`src/pkg/bld_regs_defs.vh`:
```
`ifndef BLD_REGS_DEFS_VH
`define BLD_REGS_DEFS_VH

// register offsets
`define BLD_ADDR_FLASH_SETTING  8'h0B
`define BLD_ADDR_AUTOFREQ_UPPER_LEVEL        8'h0C
`define BLD_ADDR_AUTOFREQ_LOWER_LEVEL         8'h0D
`define BLD_ADDR_FAULT_ONE      8'h0E
`define BLD_ADDR_FAULT_TWO      8'h0F

// reset values
`define BLD_RST_FLASH_SETTING   8'h58
`define BLD_RST_AUTOFREQ_UPPER_LEVEL         8'h80
`define BLD_RST_AUTOFREQ_LOWER_LEVEL          8'h10
`define BLD_RST_FAULT_ONE       8'h00
`define BLD_RST_FAULT_TWO       8'h00

// flash setting fields
`define BLD_FLTO_MSB            7
`define BLD_FLTO_LSB            4
`define BLD_FLCUR_MSB           3
`define BLD_FLCUR_LSB           0

// fault flag bit positions, register one
`define BLD_F1_CH1_OPEN         7
`define BLD_F1_CH2_OPEN         6
`define BLD_F1_CH3_OPEN         5
`define BLD_F1_CH1_SHORT        4
`define BLD_F1_CH2_SHORT        3
`define BLD_F1_CH3_SHORT        2
`define BLD_F1_OCP              1
`define BLD_F1_OTP              0

// fault flag bit positions, register two
`define BLD_F2_OVP              7
`define BLD_F2_UVLO             6
`define BLD_F2_FLASH_EXPIRY     5
`define BLD_F2_WRITABLE_MASK    8'hE0

// timing: timeout step in ms and clock rate in kHz
`define BLD_TIMEOUT_STEP_MS     100
`define BLD_CLK_KHZ             10000
`define BLD_STEP_CYCLES         (`BLD_TIMEOUT_STEP_MS * `BLD_CLK_KHZ)

`endif

```
`src/rtl/bld_flash_fault_regs.v`:
```
`timescale 1ns/1ps
`include "bld_regs_defs.vh"

module bld_flash_fault_regs
#(
   parameter STEP_CYCLES = `BLD_STEP_CYCLES
)
(
   input  wire       ref_clk,
   input  wire       reset,
   input  wire       reg_wr_en,
   input  wire       reg_rd_en,
   input  wire [7:0] reg_addr,
   input  wire [7:0] reg_wr_data,
   output reg  [7:0] reg_rd_data,
   input  wire       flash_request,
   output wire       flash_active,
   output wire [3:0] flash_current_code,
   output wire [7:0] autofreq_upper_level,
   output wire [7:0] autofreq_lower_level,
   input  wire [2:0] open_fault_in,
   input  wire [2:0] short_fault_in,
   input  wire       ocp_in,
   input  wire       otp_in,
   input  wire       ovp_in,
   input  wire       uvlo_in
);

   // step counter end point, cut to the counter width
   localparam [31:0] STEP_LAST = STEP_CYCLES - 1;

   // register storage and next values
   reg  [7:0]  flash_setting_q;
   reg  [7:0]  autofreq_upper_level_q;
   reg  [7:0]  autofreq_lower_level_q;
   reg  [7:0]  fault_one_q;
   reg  [7:0]  fault_two_q;
   reg  [7:0]  fault_one_d;
   reg  [7:0]  fault_two_d;

   // flash timer state
   reg  [31:0] step_cnt_q;
   reg  [3:0]  step_num_q;
   reg         flash_on_q;
   reg         expired_q;

   // two-flop synchroniser stages
   reg  [2:0]  open_s1_q;
   reg  [2:0]  open_s2_q;
   reg  [2:0]  short_s1_q;
   reg  [2:0]  short_s2_q;
   reg  [3:0]  prot_s1_q;
   reg  [3:0]  prot_s2_q;
   reg         req_s1_q;
   reg         req_s2_q;

   // decoded fields, events and strobes
   wire [3:0]  flash_timeout_select;
   wire        timed_flash;
   wire        expire_evt;
   wire [7:0]  fault_one_set;
   wire [7:0]  fault_two_set;
   wire        wr_f1;
   wire        wr_f2;

   assign flash_timeout_select = flash_setting_q[`BLD_FLTO_MSB:`BLD_FLTO_LSB];
   assign flash_current_code   = flash_setting_q[`BLD_FLCUR_MSB:`BLD_FLCUR_LSB];
   assign autofreq_upper_level = autofreq_upper_level_q;
   assign autofreq_lower_level = autofreq_lower_level_q;
   assign flash_active         = flash_on_q;

   // two-flop synchronisers for pins from the analog side
   always @(posedge ref_clk or posedge reset)
   begin
      if (reset)
      begin
         open_s1_q  <= 3'h0;
         open_s2_q  <= 3'h0;
         short_s1_q <= 3'h0;
         short_s2_q <= 3'h0;
         prot_s1_q  <= 4'h0;
         prot_s2_q  <= 4'h0;
         req_s1_q   <= 1'b0;
         req_s2_q   <= 1'b0;
      end
      else
      begin
         open_s1_q  <= open_fault_in;
         open_s2_q  <= open_s1_q;
         short_s1_q <= short_fault_in;
         short_s2_q <= short_s1_q;
         prot_s1_q  <= {ocp_in, otp_in, ovp_in, uvlo_in};
         prot_s2_q  <= prot_s1_q;
         req_s1_q   <= flash_request;
         req_s2_q   <= req_s1_q;
      end
   end

   // code zero leaves the flash untimed
   assign timed_flash = (flash_timeout_select != 4'h0);

   // flash timer: counts 100 ms steps from the edge that starts the flash,
   // so the pulse lasts exactly code steps; a nonzero code at or below the steps done ends it at once
   assign expire_evt = flash_on_q && timed_flash
                       && (step_num_q >= flash_timeout_select);

   always @(posedge ref_clk or posedge reset)
   begin
      if (reset)
      begin
         step_cnt_q <= 32'h0;
         step_num_q <= 4'h0;
         flash_on_q <= 1'b0;
         expired_q  <= 1'b0;
      end
      else if (!req_s2_q)
      begin
         step_cnt_q <= 32'h0;
         step_num_q <= 4'h0;
         flash_on_q <= 1'b0;
         expired_q  <= 1'b0;
      end
      else if (expire_evt)
      begin
         flash_on_q <= 1'b0;
         expired_q  <= 1'b1;
      end
      else if (!expired_q)
      begin
         flash_on_q <= 1'b1;
         if (timed_flash)
         begin
            if (step_cnt_q == STEP_LAST)
            begin
               step_cnt_q <= 32'h0;
               step_num_q <= step_num_q + 4'h1;
            end
            else
            begin
               step_cnt_q <= step_cnt_q + 32'h1;
            end
         end
      end
   end

   // hardware set sources per flag bit
   assign fault_one_set = {open_s2_q, short_s2_q, prot_s2_q[3:2]};
   assign fault_two_set = {prot_s2_q[1:0], expire_evt, 5'h00};
   assign wr_f1 = reg_wr_en && (reg_addr == `BLD_ADDR_FAULT_ONE);
   assign wr_f2 = reg_wr_en && (reg_addr == `BLD_ADDR_FAULT_TWO);

   // sticky flags: writing zero clears a bit, a set in the same cycle wins
   always @*
   begin
      fault_one_d = fault_one_q;
      fault_two_d = fault_two_q;
      if (wr_f1)
      begin
         fault_one_d = fault_one_q & reg_wr_data;
      end
      if (wr_f2)
      begin
         fault_two_d = fault_two_q & (reg_wr_data | ~`BLD_F2_WRITABLE_MASK);
      end
      fault_one_d = fault_one_d | fault_one_set;
      fault_two_d = (fault_two_d | fault_two_set) & `BLD_F2_WRITABLE_MASK;
   end

   // register writes
   always @(posedge ref_clk or posedge reset)
   begin
      if (reset)
      begin
         flash_setting_q <= `BLD_RST_FLASH_SETTING;
         autofreq_upper_level_q       <= `BLD_RST_AUTOFREQ_UPPER_LEVEL;
         autofreq_lower_level_q        <= `BLD_RST_AUTOFREQ_LOWER_LEVEL;
         fault_one_q     <= `BLD_RST_FAULT_ONE;
         fault_two_q     <= `BLD_RST_FAULT_TWO;
      end
      else
      begin
         fault_one_q <= fault_one_d;
         fault_two_q <= fault_two_d;
         if (reg_wr_en)
         begin
            case (reg_addr)
               `BLD_ADDR_FLASH_SETTING: flash_setting_q <= reg_wr_data;
               `BLD_ADDR_AUTOFREQ_UPPER_LEVEL:       autofreq_upper_level_q       <= reg_wr_data;
               `BLD_ADDR_AUTOFREQ_LOWER_LEVEL:        autofreq_lower_level_q        <= reg_wr_data;
               default:                 ;
            endcase
         end
      end
   end

   // registered read data, zero for unmapped offsets
   always @(posedge ref_clk or posedge reset)
   begin
      if (reset)
      begin
         reg_rd_data <= 8'h00;
      end
      else if (reg_rd_en)
      begin
         case (reg_addr)
            `BLD_ADDR_FLASH_SETTING: reg_rd_data <= flash_setting_q;
            `BLD_ADDR_AUTOFREQ_UPPER_LEVEL:       reg_rd_data <= autofreq_upper_level_q;
            `BLD_ADDR_AUTOFREQ_LOWER_LEVEL:        reg_rd_data <= autofreq_lower_level_q;
            `BLD_ADDR_FAULT_ONE:     reg_rd_data <= fault_one_q;
            `BLD_ADDR_FAULT_TWO:     reg_rd_data <= fault_two_q;
            default:                 reg_rd_data <= 8'h00;
         endcase
      end
   end

endmodule

```
`config.mk`:
```
export PLATFORM = sky130hd
export DESIGN_NAME = bld_flash_fault_regs
export DESIGN_NICKNAME = d
export VERILOG_FILES = /design/src/rtl/bld_flash_fault_regs.v
export VERILOG_INCLUDE_DIRS = /design/src /design/src/pkg
export SDC_FILE = /design/constraint.sdc
export NUM_CORES = 1
export LEC_CHECK = 0
export BUFFER_PORTS_ARGS = -buffer_cell sky130_fd_sc_hd__buf_2
export CAP_MARGIN = 20
export CELL_PAD_IN_SITES_DETAIL_PLACEMENT = 1
export CELL_PAD_IN_SITES_GLOBAL_PLACEMENT = 1
export CORE_ASPECT_RATIO = 0.8
export CORE_MARGIN = 4
export CORE_UTILIZATION = 41
export CTS_CLUSTER_DIAMETER = 200
export DETAILED_ROUTE_END_ITERATION = 6
export PLACE_DENSITY = 0.85
export SYNTH_ARGS = -nofsm -noshare
export SYNTH_HDL_FRONTEND = slang
export SYNTH_SLANG_ARGS = --single-unit
```
`constraint.sdc`:
```
create_clock -name ref_clk -period 2.9 [get_ports ref_clk]
set_input_delay 0.145 -clock ref_clk [delete_from_list [all_inputs] [get_ports ref_clk]]
set_output_delay 0.145 -clock ref_clk [all_outputs]
set_load 0.1 [all_outputs]
```
Word-level counts from Yosys, hierarchy flattened
Index checks and enable logic that the tools add are counted.
{ "classes": {"add_sub_neg": 2, "n_lt_le_gt_ge": 1, "n_eq_ne": 12, "mux": 18, "bitwise": 4, "reduce_logical": 10} }
{ "ops": {"columns": ["op", "count"], "rows": [
  ["2-to-1 mux 32 bit", 5],
  ["== test 8 x 4 -> 1 bit, second input constant", 5],
  ["one-hot mux 8 bit (5 select lines)", 1],
  ["adder 32 x 1 -> 32 bit, second input constant", 1],
  ["== test 32 x 20 -> 1 bit, second input constant", 1],
  ["2-to-1 mux 4 bit", 5],
  ["bitwise AND 8 bit", 2],
  ["2-to-1 mux 8 bit", 2],
  ["OR 8 bit", 2],
  ["inequality test 2 x 1 -> 1 bit, second input constant", 3],
  ["AND reduction 2 bit", 3],
  ["2-to-1 mux 1 bit", 5],
  ["adder 4 x 1 -> 4 bit, second input constant", 1],
  [">= comparator 4 bit", 1],
  ["logical AND 1 bit", 4],
  ["inequality test 2 bit, second input constant", 2],
  ["AND reduction 4 bit", 1],
  ["nonzero test 4 bit", 1],
  ["inequality test 3 x 2 -> 1 bit, second input constant", 1],
  ["AND reduction 3 bit", 1]
]} }
{ "word_totals": {"register_bits": 103, "in_bits": 31} }

Depth between registers and ports, before layout
Gate-level depths: netlist of run 1.
{ "logic_depth": {"depth_word": 6, "depth_mapped": 9} }

Least setup slack after synthesis of run 1
No wires, ideal clock.
{ "synth_path": {"kind": "reg-to-reg", "start": "register flash_setting_q[6]", "end": "register step_num_q[2]", "arrival_ns": 2.119, "required_time_ns": 2.822, "path_slack_ns": 0.703, "path_stages_with_launch": 9, "path_buffers": 1, "synth_period_minus_slack_ns": 2.197, "path_cell_list": "dfstp_2 -> inv_1 -> ha_1 -> a21o_1 -> a31oi_1 -> o21ai_1 -> clkbuf_1 -> or4_1 -> a21oi_1"} }
{ "synth_between": {"elab_chain_len": 5, "word_cells_on_any_way": 7, "classes_between": "order compare: 1; eq/ne: 2; reduce/logical: 4"} }
{ "synth_lines": {"columns": ["element", "line_no", "text"], "rows": [
  ["start: declaration", "bld_flash_fault_regs.v:33", "reg [7:0] flash_setting_q;"],
  ["start signal: assignment", "bld_flash_fault_regs.v:174", "flash_setting_q <= `BLD_RST_FLASH_SETTING;"],
  ["start signal: assignment", "bld_flash_fault_regs.v:187", "`BLD_ADDR_FLASH_SETTING: flash_setting_q <= reg_wr_data;"],
  ["parallel branches: the longest is 4 deep, another holds >= comparator 4 bit", null, null],
  ["AND reduction 4 bit (no source line) *", null, null],
  ["end signal: assignment", "bld_flash_fault_regs.v:136", "step_num_q <= step_num_q + 4'h1;"],
  ["end: declaration", "bld_flash_fault_regs.v:43", "reg [3:0] step_num_q;"]
]} }
Mark *: on every way between the ends.
A chain may end at the register's enable or synchronous reset.

Final worst setup path of run 1
{ "layout_path": {"start": "register flash_setting_q[6]", "end": "register step_cnt_q[26]"} }
{ "layout_between": {"elab_chain_len": 5, "word_cells_on_any_way": 7, "classes_between": "order compare: 1; eq/ne: 2; reduce/logical: 4"} }
{ "layout_lines": {"columns": ["element", "line_no", "text"], "rows": [
  ["parallel branches: the longest is 4 deep, another holds >= comparator 4 bit", null, null],
  ["AND reduction 3 bit (no source line) *", null, null],
  ["end signal: assignment", "bld_flash_fault_regs.v:140", "step_cnt_q <= step_cnt_q + 32'h1;"],
  ["end: declaration", "bld_flash_fault_regs.v:42", "reg [31:0] step_cnt_q;"]
]} }
Marks and branches as above.

==> out/results.txt, run 1 <==
Status: completed
Setup TNS: 0 ns
Tmin final: 2.725 ns
Crit Path Class: flip-flop to flip-flop
Hold path start: reg_wr_data[2]
Layout cells sized above 1: 25.62%
TritonCTS clock tree: done
Cts bufs inserted: 9
RSZ-0062 raised after global routing: no
Final Skew: 0.007191 ns
Most frequent cells in the layout: dfrtp_1, buf_2, nand2_1
Max incr delay on CP: 0.58 ns
Uppermost layer routed: met4
Drt wl/cell: 21.09 um
First-pass GRT wire length: 22860 um
WP data required: 3.11 ns
Max stage delay cell, worst path: o41ai_1
DR vias: 4130
Yosys warning total: 0
Overall routing resource usage: 20.98%
Crit share post-route: 93.96%
Initial Util: 42.17%
Die footprint: 0.01376 sq mm
Worst EP arrival: 2.94 ns
Worst r2r src: flash_setting_q[6]
Ys flop type: dfrtp_1
Routability congestion estimate: 0.8576
# rows: 35
P_leak: 2.508 nW
CTS sink count: 103
Vias in the first global route: 4313
Area growth syn-to-layout: 18.31%
Post-DP HPWL: 9655 um
Critical path endpoint category: flip-flop
# Post-CTS Setup Buffers: 0
Post-CTS resize count: 0
Die Wd: 130.1 um
Sequential fraction of the synthesis area: 52.80%
Hold endpoint: autofreq_upper_level[2]
Hold buffers post-CTS: 12
Antenna Cells: 0
Via/cell ratio: 6.155
Core area: 0.01160 sq mm
Die Y: 105.7 um
Worst-skew pair later-pin latency: 0.36 ns
Post-Syn Area per Cell: 10.87 sq um
Number of setup violations in the final report: 0
Wire length on met3: 582 um
# port buffers: 59
Post-Syn Instances: 450
Mapped cell area: 0.004893 sq mm
H-tree depth: 3
Maximum vdd drop: 0.0002892 V
FF-to-FF End: step_cnt_q[26]
Startpoint Class: flip-flop
Max-Slew Margin vs Limit: 43.00%
Reg2Reg Setup Slack: 0.18 ns
Distinct cell type count after synthesis: 59
DRC viols: 0
Max frequency: 0.3670 GHz
Yosys reg bits: 103
Worst-path clk slew: 0.08 ns
Pin count of the biggest net entering global routing: 72
Final worst slack: 0.1752 ns
Met1 WL: 6174 um
Initial DRC count: 319
Commonest non-fill, non-tap cell in the layout: dfrtp_1
Initial antenna violation count: 0
Nets: 555
Initial DRT Pass Iterations: 5
Critical-path cell list: inv_1 -> ha_1 -> a21o_1 -> a31oi_1 -> o21a_1 -> nand3_2 -> o41ai_1
# IOs: 60
Hold WC Path Type: primary input to flip-flop
Worst slew pin tran: 0.8542 ns
MaxCap Viol Count: 0
Syn nets: 487
Metal2 WL: 7110 um
Worst r2r path cells: 7
Remaining antenna violation count after routing: 0
Pre-CTS setup slack: 0.1900 ns
Routed WL: 14150 um
Post-synth EDFFs: 0
Async SR Flop Fraction: 100.0%
CP max FO: 19
Hold depth: 2
Fin. max-slew vios: 0
Final hold violations: 0
Root buf cell: clkbuf_16
Power Density: 524.8 mW/mm^2
Overflow after GRT: 0
CTS max path bufs: 2
-- kinds of logic (layout without fill, tap and decap cells) --
kind of cell	count (synthesis)	after routing	synth area share, %
adder cells (fa/ha/maj)	6	6	1.534
multiplexers	24	24	5.523
buffers and inverters	49	122	4.219
AND/OR/NAND/NOR	153	153	19.23
AO/OA/AOI/OAI	115	115	16.70
flip-flops	103	103	52.80
-- synthesized netlist by cell type (all sizes together), types with 11 or more instances --
master  number  area share, %
buf         11            1.3
clkbuf      15            1.2
dfrtp       98             50
inv         23            1.8
mux2        24            5.5
nand2       36            2.8
nand2b      14            1.8
nand3       24            2.8
nand4       13            2.0
nor2        11           0.84
nor4        14            2.4
o211ai      18            2.8
o21ai       22            2.2
o31ai       17            2.6
-- cell type report --
| cell class | instances | area (sq um) |
|---|---|---|
| fill | 1254 | 5816 |
| sequential | 103 | 2584 |
| multi-input combinational | 298 | 2107 |
| timing repair buffer | 83 | 518.0 |
| clock buffer | 9 | 225.2 |
| tap | 148 | 185.2 |
| inverter | 23 | 88.84 |
| clock inverter | 7 | 81.33 |
-- where the power goes --
group | internal (W) | switching (W)
Combinational | 0.0000809 | 0.000245
Clock | 0.000610 | 0.000601
Sequential | 0.00147 | 0.0000265
Total | 0.00217 | 0.000873
-- registers in the layout, indices dropped and copies added, names as in the netlist, 4 cells and up --
signal                flops
step_cnt_q               32
autofreq_lower_level      8
autofreq_upper_level      8
fault_one_q               8
flash_setting_q           8
reg_rd_data               8
prot_s1_q                 4
prot_s2_q                 4
step_num_q                4
-- critical path: cells and delay by family (launching register included) --
kind | cells | cell delay (ns)
compound gates | 4 | 1.29
flops | 1 | 0.56
simple gates | 1 | 0.39
fa+ha+maj | 1 | 0.30
buf+inv | 1 | 0.05
-- metrics by stage --
| step | util, % | instances | total power (W) | hold slack, ns | instance area, sq um |
|---|---|---|---|---|---|
| detailed placement | 46.21 | 643 | 0.001841 | 0.1758 | 5363 |
| global route | 49.89 | 671 | 0.003146 | 0.06605 | 5789 |
| finish | 49.89 | 671 | 0.003038 | 0.07257 | 5789 |
| CTS | 49.89 | 671 | 0.003058 | 0.06563 | 5789 |
| global placement | 46.21 | 643 | 0.001830 | 0.1723 | 5363 |
| floorplan | - | 450 | 0.001744 | 0.1764 | 4893 |
-- layer usage --
| metal | up-vias | track usage (%) |
|---|---|---|
| met4 | 0 | 5.935 |
| li1 | 1845 | - |
| met2 | 110 | 33.57 |
| met3 | 23 | 4.711 |
| met5 | - | 0 |
| met1 | 2152 | 28.55 |
-- worst max-delay path by stage --
stage | startpoint | to | slack, ns | cells past startpoint
2_1_floorplan | reset | autofreq_lower_level[0] | 0.06 | 1
3_3_place_gp | flash_setting_q[6] | step_cnt_q[25] | 0.41 | 7
3_5_place_dp | flash_setting_q[6] | step_cnt_q[26] | 0.19 | 7
4_1_cts | flash_setting_q[6] | step_cnt_q[26] | 0.16 | 7
5_1_grt | flash_setting_q[6] | step_cnt_q[26] | 0.03 | 7
6_report | flash_setting_q[6] | step_cnt_q[26] | 0.18 | 7
(Power assumes the default switching activity.)
==> run 2: changes to the inputs <==
Settings changed: PLACE_DENSITY 0.85 to default, PLACE_DENSITY_LB_ADDON from default to 0.1.
==> run 2 against run 1 <==
  * Via count decreased by 3.1%
  * Design area decreased by 0.17%
  * Clock skew increased by 0.0035 ns
  * Critical path depth unchanged
  * Hold slack improved by 0.0028 ns
  * Final cell count unchanged
  * Register-to-register slack improved by 0.02 ns
  * Die area unchanged
  * Routed wire length decreased by 3.3%
  * Sequential power about the same
  * Critical path type unchanged
  * Largest power group unchanged
==> out/results.txt, run 2 (same netlist as run 1, synthesis figures left out) <==
Core area: 0.01160 sq mm (unchanged)
Critical path endpoint category: flip-flop
Initial Util: 42.17% (unchanged)
First-pass GRT wire length: 22500 um (-1.6%)
Psw: 0.0008890 W (+1.9%)
M2 GR Usage: 30.31% (-3.3 points)
Max FFs per register: 32 (unchanged)
Root buf cell: clkbuf_16
# Post-CTS Setup Buffers: 0 (unchanged)
Cts bufs inserted: 9 (unchanged)
Combinational Power Share: 10.6% (about the same)
Antenna Cells: 0 (unchanged)
Vias in the first global route: 4102 (-4.9%)
Worst path top cell family by delay: compound AO/OA/AOI/OAI gates
WP data required: 3.14 ns (+0.03 ns)
Hold path start: reg_wr_data[0]
Commonest non-fill, non-tap cell in the layout: dfrtp_1
TritonCTS clock tree: done
Post-CTS resize count: 0 (unchanged)
Max frequency: 0.3695 GHz (+0.67%)
Overall routing resource usage: 20.89% (-0.091 points)
MaxCap Viol Count: 0 (unchanged)
Tmin final: 2.707 ns (-0.01826 ns)
Critical-path cell list: inv_1 -> ha_1 -> a21o_1 -> a31oi_1 -> o21a_1 -> nand3_2 -> o41ai_1
Maximum vdd drop: 0.0003749 V (+30%)
Placed insts: 643 (unchanged)
Top reg by flops: step_cnt_q
Max stage delay cell, worst path: dfstp_2
Pre-CTS setup slack: 0.2131 ns (+0.02312 ns)
Worst r2r src: flash_setting_q[6]
CTS sink count: 103 (unchanged)
Power Density: 529.9 mW/mm^2 (+0.96%)
Area growth syn-to-layout: 18.10%
Initial antenna violation count: 0 (unchanged)
Most frequent cells in the layout: dfrtp_1, buf_2, nand2_1
Pin count of the biggest net entering global routing: 46 (-36%)
FF-to-FF End: step_cnt_q[30]
Post-DP HPWL: 9611 um (-0.46%)
Hold depth: 2 (unchanged)
DR vias: 4004 (-3.1%)
CP max FO: 19 (unchanged)
Crit Path Class: flip-flop to flip-flop
Routed WL: 13690 um (-3.3%)
Final worst slack: 0.1934 ns (+0.01826 ns)
Drt wl/cell: 20.39 um (-3.3%)
Worst r2r path cells: 7 (unchanged)
Hold endpoint: flash_setting_q[0]
Die footprint: 0.01376 sq mm (unchanged)
Max-Slew Margin vs Limit: 46.42% (+3.4 points)
Layout cells sized above 1: 25.62% (unchanged)
Hold WC Path Type: primary input to flip-flop
Number of setup violations in the final report: 0 (unchanged)
Worst-path clk slew: 0.08 ns (about the same)
Worst EP arrival: 2.95 ns (about the same)
Reg2Reg Setup Slack: 0.19 ns (+0.02 ns)
Gr busiest metal: met1
Hold buffers post-CTS: 12 (unchanged)
Startpoint Class: flip-flop
Max incr delay on CP: 0.58 ns (about the same)
Status: completed
Nets: 555 (unchanged)
Sw frac: 29.03% (+0.31 points)
Worst-skew pair later-pin latency: 0.36 ns (about the same)
Met1 Resource Use GR: 31.81% (+3.3 points)
GR Util met3: 4.357% (-0.35 points)
# rows: 35 (unchanged)
Clock power share: 40.4% (+0.5 points)
Fin. max-slew vios: 0 (unchanged)
CTS max path bufs: 2 (unchanged)
Total power: 0.003062 W (+0.79%)
DRC viols: 0 (unchanged)
Die Wd: 130.1 um (unchanged)
Worst slew pin tran: 0.8030 ns (-0.05121 ns)
Remaining antenna violation count after routing: 0 (unchanged)
# port buffers: 59 (unchanged)
Final std cells w/o fill: 671 (unchanged)
Overflow after GRT: 0 (unchanged)
Die Y: 105.7 um (unchanged)
WHS: 0.07534 ns (+0.002778 ns)
Filler cell count: 1266 (+0.96%)
Via/cell ratio: 5.967 (-3.1%)
Setup TNS: 0 ns (unchanged)
Final hold violations: 0 (unchanged)
Final Skew: 0.01066 ns (+0.003464 ns)
Routability congestion estimate: 0.8100 (-5.6%)
Initial DRT Pass Iterations: 4 (-1)
Int Pwr: 0.002173 W (+0.34%)
# IOs: 60 (unchanged)
WP buf/inv: 1 (unchanged)
Crit share post-route: 93.33% (-0.63 points)
P_leak: 2.509 nW (about the same)
Initial DRC count: 229 (-28%)
H-tree depth: 3 (unchanged)
Sequential Power Share: 49.0% (-0.4 points)
RSZ-0062 raised after global routing: no
[run 2: changes by cell type in the layout (fill, tap and decap cells not counted)]
cell | before | now
clkinv_2 | 1 | 0
clkinv_8 | 3 | 2
clkinvlp_4 | 1 | 0
buf_12 | 1 | 0
buf_4 | 11 | 12
inv_8 | 1 | 3
clkinv_4 | 1 | 2
[run 2: power groups by stage]
stage	combinational (W)	clock, W	sequential, W
floorplan	0.000133	0	0.00161
global placement	0.000310	0	0.00153
detailed placement	0.000316	0	0.00153
CTS	0.000329	0.00128	0.00150
global route	0.000349	0.00133	0.00151
finish	0.000325	0.00124	0.00150
[run 2: per-layer routing]
metal	vias to the layer above	share of wire [%]	wire length (um)
li1	1841	-	-
met2	81	45	6094
met3	20	4.2	576
met1	2062	50	6819
met4	0	1.4	195
met5	-	0	0
[run 2: cell type report]
class	count	area, sq um	area share [%]
Sequential cell	103	2584	44.71
Multi-Input combinational cell	298	2107	36.46
Timing Repair Buffer	83	505.5	8.746
Clock buffer	9	225.2	3.897
Tap cell	148	185.2	3.204
Inverter	23	88.84	1.537
Clock inverter	7	83.83	1.451
[run 2: how the worst max path moves through the flow]
stage	from	to	slack [ns]	depth (start not counted)
after global routing	flash_setting_q[6]	step_cnt_q[30]	0.07	7
after CTS	flash_setting_q[6]	step_cnt_q[30]	0.20	7
final	flash_setting_q[6]	step_cnt_q[30]	0.19	7
after detailed placement	flash_setting_q[6]	step_cnt_q[26]	0.21	7
after floorplan	reset	autofreq_lower_level[0]	0.06	1
after global placement	flash_setting_q[6]	step_cnt_q[26]	0.37	7
[run 2: stage by stage]
step / util, % / area, sq um
after global placement: 46.10 / 5350
after global routing: 49.80 / 5779
after CTS: 49.80 / 5779
after detailed placement: 46.10 / 5350
final: 49.80 / 5779
after floorplan: - / 4893
